$ cat src/design/spss_pkg.sv
// Package: offsets, field positions and reset values of the socket status block
package spss_pkg;
    localparam logic [7:0] SPSS_OFF_STATUS = 8'h08;
    localparam logic [7:0] SPSS_OFF_FORCE = 8'h0C;
    localparam logic [31:0] SPSS_STATUS_RST = 32'h3000_0000;
    localparam int SPSS_B_YY_SOCK = 31;
    localparam int SPSS_B_XX_SOCK = 30;
    localparam int SPSS_B_3V3_SOCK = 29;
    localparam int SPSS_B_5V_SOCK = 28;
    localparam int SPSS_B_RETEST = 14;
    localparam int SPSS_B_BADREQ = 9;
    localparam int SPSS_B_LOSS = 8;
    localparam int SPSS_B_UNREC = 7;
    localparam int SPSS_B_WIDE = 5;
    localparam int SPSS_B_NARROW = 4;
    localparam int SPSS_B_PWR = 3;
    localparam int SPSS_B_CDB = 2;
    localparam int SPSS_B_CDA = 1;
    localparam int SPSS_B_STS = 0;
    localparam int SPSS_CFG_5V_OVR = 6;
    // Empty-socket pin levels {ready, status, detect b, detect a}
    localparam logic [3:0] SPSS_PIN_IDLE = 4'h3;

    // Identification result from the card interrogation logic
    typedef struct packed {
        logic [3:0] volts;
        logic wide;
        logic narrow;
        logic unrec;
    } spss_ident_s;

    // Event flags handed to the event register
    typedef struct packed {
        logic pwr;
        logic cdb;
        logic cda;
        logic sts;
    } spss_evt_s;

    typedef enum logic [1:0] {
        SPSS_IDLE = 2'b00,
        SPSS_IDENT = 2'b01,
        SPSS_LOAD = 2'b11
    } spss_state_e;
endpackage : spss_pkg

$ cat src/design/spss_status.sv
// Socket presence status register with pin sampling and event flags
`timescale 1ns/1ps
module spss_status (
    // Clock and resets
    input wire logic mclk,
    input wire logic resetn,
    input wire logic global_reset,
    input wire logic pci_bus_reset,
    input wire logic pme_enable,
    // Register read
    input wire logic rd_en,
    input wire logic [7:0] rd_addr,
    output logic [31:0] rd_data,
    // Force-event write path
    input wire logic force_wr,
    input wire logic [31:0] force_data,
    // Card pins
    input wire logic card_detect_pin_a,
    input wire logic card_detect_pin_b,
    input wire logic card_status_change_pin,
    input wire logic card_ready_irq_pin,
    // Interrogation and power logic
    input wire logic ident_busy,
    input wire logic ident_done,
    input wire spss_pkg::spss_ident_s ident_result,
    input wire logic power_ack,
    input wire logic power_on,
    input wire logic invalid_req,
    input wire logic data_loss_evt,
    input wire logic [7:0] dev_ctrl_cfg,
    // Outputs to neighbours
    output spss_pkg::spss_evt_s evt_set,
    output logic retest_req,
    output logic power_ctl_enable
);
    logic [3:0] s1_q, s1_d, s2_q, s2_d;
    logic [3:0] pin_d;
    logic cda_q, cda_d, cdb_q, cdb_d, sts_q, sts_d, rdy_q, rdy_d;
    logic sts_prev_q, sts_prev_d;
    logic [1:0] sock_lo_q, sock_lo_d;
    logic sock_3v3_q, sock_3v3_d;
    logic [3:0] volts_q, volts_d;
    logic wide_q, wide_d, narrow_q, narrow_d, unrec_q, unrec_d;
    logic bad_q, bad_d, loss_q, loss_d, pwr_q, pwr_d;
    logic [31:0] rd_q, rd_d;
    spss_pkg::spss_evt_s evt_q, evt_d;
    logic retest_q, retest_d, pce_q, pce_d;
    spss_pkg::spss_state_e st_q, st_d;
    logic ctx_clr;
    logic [31:0] img;

    assign pin_d = {card_ready_irq_pin, card_status_change_pin,
                    card_detect_pin_b, card_detect_pin_a};

    // Two-stage sampling; only the second stage is read
    always_comb begin
        s1_d = pin_d;
        s2_d = s1_q;
    end

    // Start at the empty-socket levels so reset gives no false edge
    always_ff @(posedge mclk or negedge resetn) begin
        if (!resetn) begin
            s1_q <= spss_pkg::SPSS_PIN_IDLE;
            s2_q <= spss_pkg::SPSS_PIN_IDLE;
        end else begin
            s1_q <= s1_d;
            s2_q <= s2_d;
        end
    end

    // Context bits survive a bus reset only while events are enabled
    assign ctx_clr = global_reset || (pci_bus_reset && !pme_enable);

    // Interrogation is tracked so the detect bits can be frozen meanwhile
    always_comb begin
        st_d = st_q;
        case (st_q)
            spss_pkg::SPSS_IDLE: begin
                if (ident_busy) begin
                    st_d = spss_pkg::SPSS_IDENT;
                end
            end
            spss_pkg::SPSS_IDENT: begin
                if (ident_done) begin
                    st_d = spss_pkg::SPSS_LOAD;
                end
            end
            spss_pkg::SPSS_LOAD: begin
                st_d = spss_pkg::SPSS_IDLE;
            end
            default: begin
                st_d = spss_pkg::SPSS_IDLE;
            end
        endcase
    end

    always_comb begin
        cda_d = cda_q;
        cdb_d = cdb_q;
        sts_d = s2_q[2];
        rdy_d = s2_q[3];
        sts_prev_d = sts_q;
        sock_lo_d = sock_lo_q;
        sock_3v3_d = sock_3v3_q;
        volts_d = volts_q;
        wide_d = wide_q;
        narrow_d = narrow_q;
        unrec_d = unrec_q;
        bad_d = bad_q;
        loss_d = loss_q;
        pwr_d = pwr_q;
        evt_d = '0;
        retest_d = 1'b0;
        pce_d = pce_q;
        // Detect pins are used by interrogation; hold the last level
        if (st_q == spss_pkg::SPSS_IDLE && !ident_busy) begin
            cda_d = s2_q[0];
            cdb_d = s2_q[1];
        end
        if (invalid_req) begin
            bad_d = 1'b1;
        end
        if (data_loss_evt) begin
            loss_d = 1'b1;
        end
        if (power_ack) begin
            pwr_d = power_on;
        end
        // Identification fields load from the result only when interrogation finishes
        if (st_q == spss_pkg::SPSS_IDENT && ident_done) begin
            volts_d = ident_result.volts;
            wide_d = ident_result.wide;
            narrow_d = ident_result.narrow;
            // A bad card stays flagged until a good one is identified
            if (ident_result.unrec || unrec_q) begin
                unrec_d = ident_result.unrec;
            end
        end
        // Change events from the live bits
        // Edge kind follows the card type held in narrow_q, set by the last interrogation or forced write
        evt_d.cda = cda_d != cda_q;
        evt_d.cdb = cdb_d != cdb_q;
        evt_d.pwr = pwr_d != pwr_q;
        evt_d.sts = narrow_q ? (sts_q != sts_prev_q)
                             : (sts_q && !sts_prev_q);
        if (force_wr) begin
            sock_lo_d = force_data[spss_pkg::SPSS_B_YY_SOCK:
                                   spss_pkg::SPSS_B_XX_SOCK];
            sock_3v3_d = force_data[spss_pkg::SPSS_B_3V3_SOCK];
            volts_d = volts_d | force_data[13:10];
            // A hardware event in the same cycle as the write wins
            bad_d = invalid_req |
                    force_data[spss_pkg::SPSS_B_BADREQ];
            loss_d = data_loss_evt |
                     force_data[spss_pkg::SPSS_B_LOSS];
            unrec_d = force_data[spss_pkg::SPSS_B_UNREC];
            wide_d = force_data[spss_pkg::SPSS_B_WIDE];
            narrow_d = force_data[spss_pkg::SPSS_B_NARROW];
            // Forced events touch only the flags, never the live bits
            evt_d.pwr = evt_d.pwr | force_data[spss_pkg::SPSS_B_PWR];
            evt_d.cdb = evt_d.cdb | force_data[spss_pkg::SPSS_B_CDB];
            evt_d.cda = evt_d.cda | force_data[spss_pkg::SPSS_B_CDA];
            evt_d.sts = evt_d.sts | force_data[spss_pkg::SPSS_B_STS];
            // Forced card voltages hold socket power off until a retest
            if (|force_data[13:10]) begin
                pce_d = 1'b0;
            end
            if (force_data[spss_pkg::SPSS_B_RETEST]) begin
                retest_d = 1'b1;
                pce_d = 1'b1;
            end
        end
        // A context clear outranks every set in the same cycle except those of the socket bits, status and ready levels, events, retest and power control
        if (ctx_clr) begin
            volts_d = 4'h0;
            wide_d = 1'b0;
            narrow_d = 1'b0;
            unrec_d = 1'b0;
            bad_d = 1'b0;
            loss_d = 1'b0;
            pwr_d = 1'b0;
            cda_d = 1'b0;
            cdb_d = 1'b0;
        end
    end

    always_comb begin
        img = '0;
        img[31:30] = sock_lo_q;
        img[29] = sock_3v3_q;
        // Config byte is read live, so no stale copy can linger
        img[28] = !dev_ctrl_cfg[spss_pkg::SPSS_CFG_5V_OVR];
        img[13:10] = volts_q;
        img[9] = bad_q;
        img[8] = loss_q;
        img[7] = unrec_q;
        img[6] = rdy_q;
        img[5] = wide_q;
        img[4] = narrow_q;
        img[3] = pwr_q;
        img[2] = cdb_q;
        img[1] = cda_q;
        img[0] = sts_q;
        rd_d = rd_q;
        // Read data is registered: answer one cycle after rd_en
        if (rd_en) begin
            rd_d = (rd_addr == spss_pkg::SPSS_OFF_STATUS) ? img : '0;
        end
    end

    // Read data moves only on a read, so a slow reader sees one word
    always_ff @(posedge mclk or negedge resetn) begin
        if (!resetn) begin
            rd_q <= 32'h0000_0000;
        end else begin
            rd_q <= rd_d;
        end
    end

    always_ff @(posedge mclk or negedge resetn) begin
        if (!resetn) begin
            st_q <= spss_pkg::SPSS_IDLE;
        end else begin
            st_q <= st_d;
        end
    end

    // Live levels reset to the empty-socket level, like the sampler
    always_ff @(posedge mclk or negedge resetn) begin
        if (!resetn) begin
            cda_q <= spss_pkg::SPSS_PIN_IDLE[0];
            cdb_q <= spss_pkg::SPSS_PIN_IDLE[1];
            sts_q <= spss_pkg::SPSS_PIN_IDLE[2];
            rdy_q <= spss_pkg::SPSS_PIN_IDLE[3];
            sts_prev_q <= spss_pkg::SPSS_PIN_IDLE[2];
            sock_lo_q <= spss_pkg::SPSS_STATUS_RST[31:30];
            sock_3v3_q <= spss_pkg::SPSS_STATUS_RST[29];
            volts_q <= 4'h0;
            wide_q <= 1'b0;
            narrow_q <= 1'b0;
            unrec_q <= 1'b0;
            bad_q <= 1'b0;
            loss_q <= 1'b0;
            pwr_q <= 1'b0;
        end else begin
            cda_q <= cda_d;
            cdb_q <= cdb_d;
            sts_q <= sts_d;
            rdy_q <= rdy_d;
            sts_prev_q <= sts_prev_d;
            sock_lo_q <= sock_lo_d;
            sock_3v3_q <= sock_3v3_d;
            volts_q <= volts_d;
            wide_q <= wide_d;
            narrow_q <= narrow_d;
            unrec_q <= unrec_d;
            bad_q <= bad_d;
            loss_q <= loss_d;
            pwr_q <= pwr_d;
        end
    end

    // Power control starts enabled; only forced card voltages drop it
    always_ff @(posedge mclk or negedge resetn) begin
        if (!resetn) begin
            evt_q <= '0;
            retest_q <= 1'b0;
            pce_q <= 1'b1;
        end else begin
            evt_q <= evt_d;
            retest_q <= retest_d;
            pce_q <= pce_d;
        end
    end

    assign rd_data = rd_q;
    assign evt_set = evt_q;
    assign retest_req = retest_q;
    assign power_ctl_enable = pce_q;
endmodule : spss_status

$ cat config.mk
export PLATFORM = sky130hd
export DESIGN_NAME = spss_status
export DESIGN_NICKNAME = d
export VERILOG_FILES = /design/src/design/spss_pkg.sv /design/src/design/spss_status.sv
export SDC_FILE = /design/constraint.sdc
export NUM_CORES = 1
export LEC_CHECK = 0
export ABC_AREA = 1
export CAP_MARGIN = 5
export CORE_MARGIN = 5
export CORE_UTILIZATION = 40
export CTS_BUF_LIST = sky130_fd_sc_hd__clkbuf_8 sky130_fd_sc_hd__clkbuf_16
export DETAILED_ROUTE_END_ITERATION = 16
export DONT_BUFFER_PORTS = 1
export PLACE_DENSITY_LB_ADDON = 0.1
export REMOVE_ABC_BUFFERS = 1
export SETUP_SLACK_MARGIN = 0.3
export SYNTH_ARGS = -nofsm -noshare
export SYNTH_HDL_FRONTEND = slang
export SYNTH_SLANG_ARGS = --single-unit
$ cat constraint.sdc
create_clock -name mclk -period 1.4 [get_ports mclk]
set_input_delay 0.28 -clock mclk [delete_from_list [all_inputs] [get_ports mclk]]
set_output_delay 0.28 -clock mclk [all_outputs]
set_load 0.03 [all_outputs]
# Word level (Yosys, flattened, before mapping)

Cells that the tools add are included.

Register bits: 66
Bits of input ports: 72
Output and inout bits: 38
Logic and storage cells: 94

Eq/ne operators: 8
Mux-type cells: 35
Bitwise gates (word level): 7
Reductions and logical operators: 20

Operators with widths:

| operator                                                              | count |
|---|---|
| 32-bit 2-to-1 mux                                                     | 1 |
| 1-bit 2-to-1 mux                                                      | 27 |
| 4-bit 2-to-1 mux                                                      | 4 |
| 3-bit nonzero test                                                    | 4 |
| 8-bit by 4-bit equality test with 1-bit output, second input constant | 1 |
| 1-bit bitwise OR                                                      | 6 |
| 2-bit AND reduction                                                   | 3 |
| 1-bit logical AND                                                     | 4 |
| 1-bit logical NOT                                                     | 4 |
| 2-bit 2-to-1 mux                                                      | 2 |
| 1-bit inequality test                                                 | 4 |
| 2-bit inequality test, second input constant                          | 2 |
| 4-bit bitwise OR                                                      | 1 |
| 2-bit one-hot mux with 2 select lines                                 | 1 |
| 4-bit OR reduction                                                    | 1 |
| 2-bit by 1-bit equality test with 1-bit output, second input constant | 1 |
| 2-bit logical NOT                                                     | 1 |
| 1-bit logical OR                                                      | 2 |
| 2-bit nonzero test                                                    | 1 |

# Longest topological paths before layout

Depth in word-level cells: 6
Depth in mapped cells: 7
Mapped depth without buffers: 6

# Worst setup path before layout

No wires, ideal clock.

Path type: register -> register
Start: register st_q[1]
End: register unrec_q
Setup time: 117 ps
Arrival time: 866 ps
Data required time: 1283 ps
Slack: 417 ps
Stages on the path, launching flop included: 7
Path buffers: 0
Period minus slack after synthesis: 983 ps
Cell sequence: dfrtp_1 inv_1 nand3_2 inv_1 nor2_1 nor2_1 nor2_1

Cells in the longest elaborated chain, start to end: 4

Ends and longest elaborated chain:

| element                                        | RTL line           | source |
|---|---|---|
| start: declaration                             | spss_status.sv:48  | `spss_pkg::spss_state_e st_q, st_d;` |
| start signal: assignment                       | spss_status.sv:223 | `st_q <= spss_pkg::SPSS_IDLE;` |
| start signal: assignment                       | spss_status.sv:225 | `st_q <= st_d;` |
| 2-bit by 1-bit equality test with 1-bit output | spss_status.sv:131 | `if (st_q == spss_pkg::SPSS_IDENT && ident_done) begin` |
| 1-bit logical AND                              | spss_status.sv:131 |  |
| 3-bit nonzero test (no line)                   | --                 |  |
| 2-bit AND reduction (no line)                  | --                 |  |
| end signal: assignment                         | spss_status.sv:257 | `unrec_q <= unrec_d;` |
| end: declaration                               | spss_status.sv:43  | `logic wide_q, wide_d, narrow_q, narrow_d, unrec_q, unrec_d;` |

Every way passes these cells.
A chain may end at the register's enable or synchronous reset.

# Worst setup path in the final report

Start: register pce_q, in the netlist power_ctl_enable
End: output power_ctl_enable

RTL lines:

| element                  | RTL line           | source |
|---|---|---|
| start: declaration       | spss_status.sv:47  | `logic retest_q, retest_d, pce_q, pce_d;` |
| start signal: assignment | spss_status.sv:273 | `pce_q <= pce_d;` |
| end: declaration         | spss_status.sv:34  | `output logic power_ctl_enable` |

No word-level cell between the ends.

==> summary.md <==
| Metric | Value |
|---|---|
| Core footprint | `5820 um^2` |
| Worst-Skew Late Latency | `0.30 ns` |
| Origin of the critical flop-to-flop path | `st_q[1]` |
| HP Class | `input pin to asynchronous set/reset pin` |
| RSZ-0062 raised after global routing | `true` |
| Flop-to-flop setup slack | `about 0.36 ns` |
| Reg2reg end | `cda_q` |
| WHS | `-0.333 ns` |
| Max Cap Viol | `0` |
| Area leader, netlist | `dfrtp_1` |
| Kind of start point of the critical path | `flip-flop` |
| Vias in the first global route | `approximately 1700` |
| Fin crit period | `1.22 ns` |
| Area Overhead vs Synth | `10.0%` |
| Worst Setup Path Type | `flip-flop to output port` |
| Die ar. | `7530 um^2` |
| Overflow after GRT | `0` |
| Met3 Wirelength | `between 400 and 500 um` |
| Highest Signal Layer | `met4` |
| Gpl congestion | `0.721` |
| Drc violations | `0` |
| Slew Viols, Final | `0` |
| Final wirelength | `5030 um` |
| Setup TNS | `0 ns` |
| Worst Path Arrival | `approximately 0.94 ns` |
| Pwr/cell area | `1100 nW/um^2` |
| Crit-path max FO | `2` |
| Pre-CTS setup slack | `0.240 ns` |
| Net count, final | `352` |
| Sequential-to-total area share from yosys stat | `55.6%` |
| Leak Pwr | `1.32 nW` |
| Status | `complete, but fails checks` |
| Final hold vios | `52` |
| Cell Area, Synth | `2360 um^2` |
| Post-route worst setup slack | `0.179 ns` |
| Detail Placement HPWL | `3380 um` |
| Detailed-route wire length per cell | `14.2 um` |
| Initial antenna violation count | `0` |
| CTS tree | `done` |
| Post-synthesis cell count | `271` |
| Final Util | `44.6%` |
| Clock Sinks | `52` |
| Share of layout cells above drive strength 1 | `21.1%` |
| Yosys synthesis warning count | `0` |
| Sequential share of power | `58.7%` |
| WP data required | `1.12 ns` |
| Sw Share | `26.3%` |
| Most common cell after layout, fill and taps aside | `nand2_1` |
| Most frequent cells in the layout | `101 x nand2_1, 24 x dfrtp_2, 23 x inv_1` |
| Num CTS Buffers | `5` |
| Final ANT Viol Nets | `0` |
| Initial Util | `40.5%` |
| Root buf cell | `clkbuf_8` |
| First-pass GRT wire length | `8260 um` |
| Area contributors post-synth | `dfrtp_1 47%, nand2_1 16%, dfstp_2 8.9%` |
| Row cnt | `28` |
| CP endpoint kind | `output port` |
| Combinational share of power | `11.5%` |
| Clock power share | `between 20% and 30%` |
| Largest net degree at the start of global routing | `53` |
| Vias | `1623` |
| Final Skew | `0.00796 ns` |
| Flops & latches, synth | `52` |
| Clock Path Buffers | `2` |
| Metal2 WL | `roughly 2300 um` |
| Gr usage total | `~14%` |
| Vias per cell | `~4.6` |
| Hold Buf Count CTS | `4` |
| Synth unique cells | `22` |
| Fmax | `approximately 820 MHz` |
| Initial DRC Count | `32` |
| Antenna cell count | `0` |
| Die width | `a little under 90 um` |
| Pre-antenna DRT Iters | `4` |
| Clock H-tree levels | `2` |
| P_sw | `~0.75 mW` |
| Ports | `110` |
| Average instance area after synthesis | `8.70 um^2` |
| Top-area cell type share of the netlist area | `a little under half` |
| Final setup vio count | `0` |
| Post-Place Cell Area | `2350 um^2` |
| Post-route cell area | `about 2600 um^2` |
| Cell count of the worst reg-to-reg path | `6` |
| Metal-1 WL | `2250 um` |
| Failing checks | `hold timing` |
| P_int | `2.10 mW` |
| VDD IR max | `0.000511 V` |
| Port Buf Inserts | `0` |
| Die Ht | `86.8 um` |
| Fin crit share | `87.2%` |
| Clk slew on worst S/H paths | `0.09 ns` |
-- per-layer routing --
layer  vias up  track usage, %
met3         2            4.94
met1       739            18.4
li1        826               -
met4         0            4.25
met5         -               0
met2        56            22.3
-- sequential cells by signal, summed over array words and instances (netlist names), 2 cells and up --
name,flops
rd_data,18
evt_set,4
s1_q,4
s2_q,4
volts_q,4
sock_lo_q,2
st_q,2
-- cell usage after synthesis --
master,number
and2_1,1
dfstp_2,8
buf_6,2
nand2_2,1
inv_1,23
nor2_1,17
o21ai_0,6
buf_4,16
inv_2,2
dfrtp_1,44
nand3b_1,18
buf_2,4
nand3_1,10
ha_1,1
nand4_1,5
conb_1,1
nand3_2,1
a21oi_1,5
nand2_1,103
a22oi_1,1
nor3_4,1
nor3_1,1
-- cell families (layout without fill, tap and decap cells) --
group / count (synthesis) / count (layout) / share of synthesized area [%]
AND/OR/NAND/NOR: 158 / 158 / 30.1
flip-flops: 52 / 52 / 55.6
buffers and inverters: 47 / 43 / 10.9
AO/OA/AOI/OAI: 12 / 12 / 2.65
adder cells (fa/ha/maj): 1 / 1 / 0.531
other: 1 / 14 / 0.159
-- area by class of cell --
type	count	area [um^2]
tap	75	93.8
fill	594	3220
clock buffer	6	82.6
timing repair buffer	10	85.1
inverter	25	96.3
clock inverter	2	7.51
multi-input combinational	185	887
sequential	52	1340
-- per-stage QoR --
step | total power [mW] | cells
after floorplan | 1.90 | 262
after global placement | 1.95 | 339
after detailed placement | 1.95 | 339
after CTS | 2.86 | 352
after global routing | 3.02 | 355
final | 2.86 | 355
-- worst max-delay path by stage --
| stage | startpoint | end | slack [ns] | cells past startpoint |
|---|---|---|---|---|
| floorplan | rd_addr[2] | rd_data[28] | 0.40 | 5 |
| CTS | power_ctl_enable | power_ctl_enable | 0.16 | 0 |
| detailed placement | st_q[1] | narrow_q | 0.24 | 5 |
| global route | power_ctl_enable | power_ctl_enable | 0.15 | 0 |
| global placement | st_q[0] | unrec_q | 0.24 | 5 |
| finish | power_ctl_enable | power_ctl_enable | 0.18 | 0 |
-- power groups by stage --
stage          combinational, mW  clock, mW  sequential, mW
4_1_cts                    0.288      0.897            1.67
5_1_grt                    0.375      0.954            1.69
3_5_place_dp               0.256          0            1.70
2_1_floorplan              0.214          0            1.69
3_3_place_gp               0.254          0            1.70
6_report                   0.328      0.853            1.68
-- timing repair --
item / 4_1_cts / 5_1_grt
gates cloned: 0 / 0
buffers inserted: 1 / 3
setup endpoints to repair: 25 / 14
pin swaps: 0 / 2
resized for setup: 25 / 14
hold endpoints to repair: 56 / 52
Note: power is estimated with default switching activity, not from simulation.
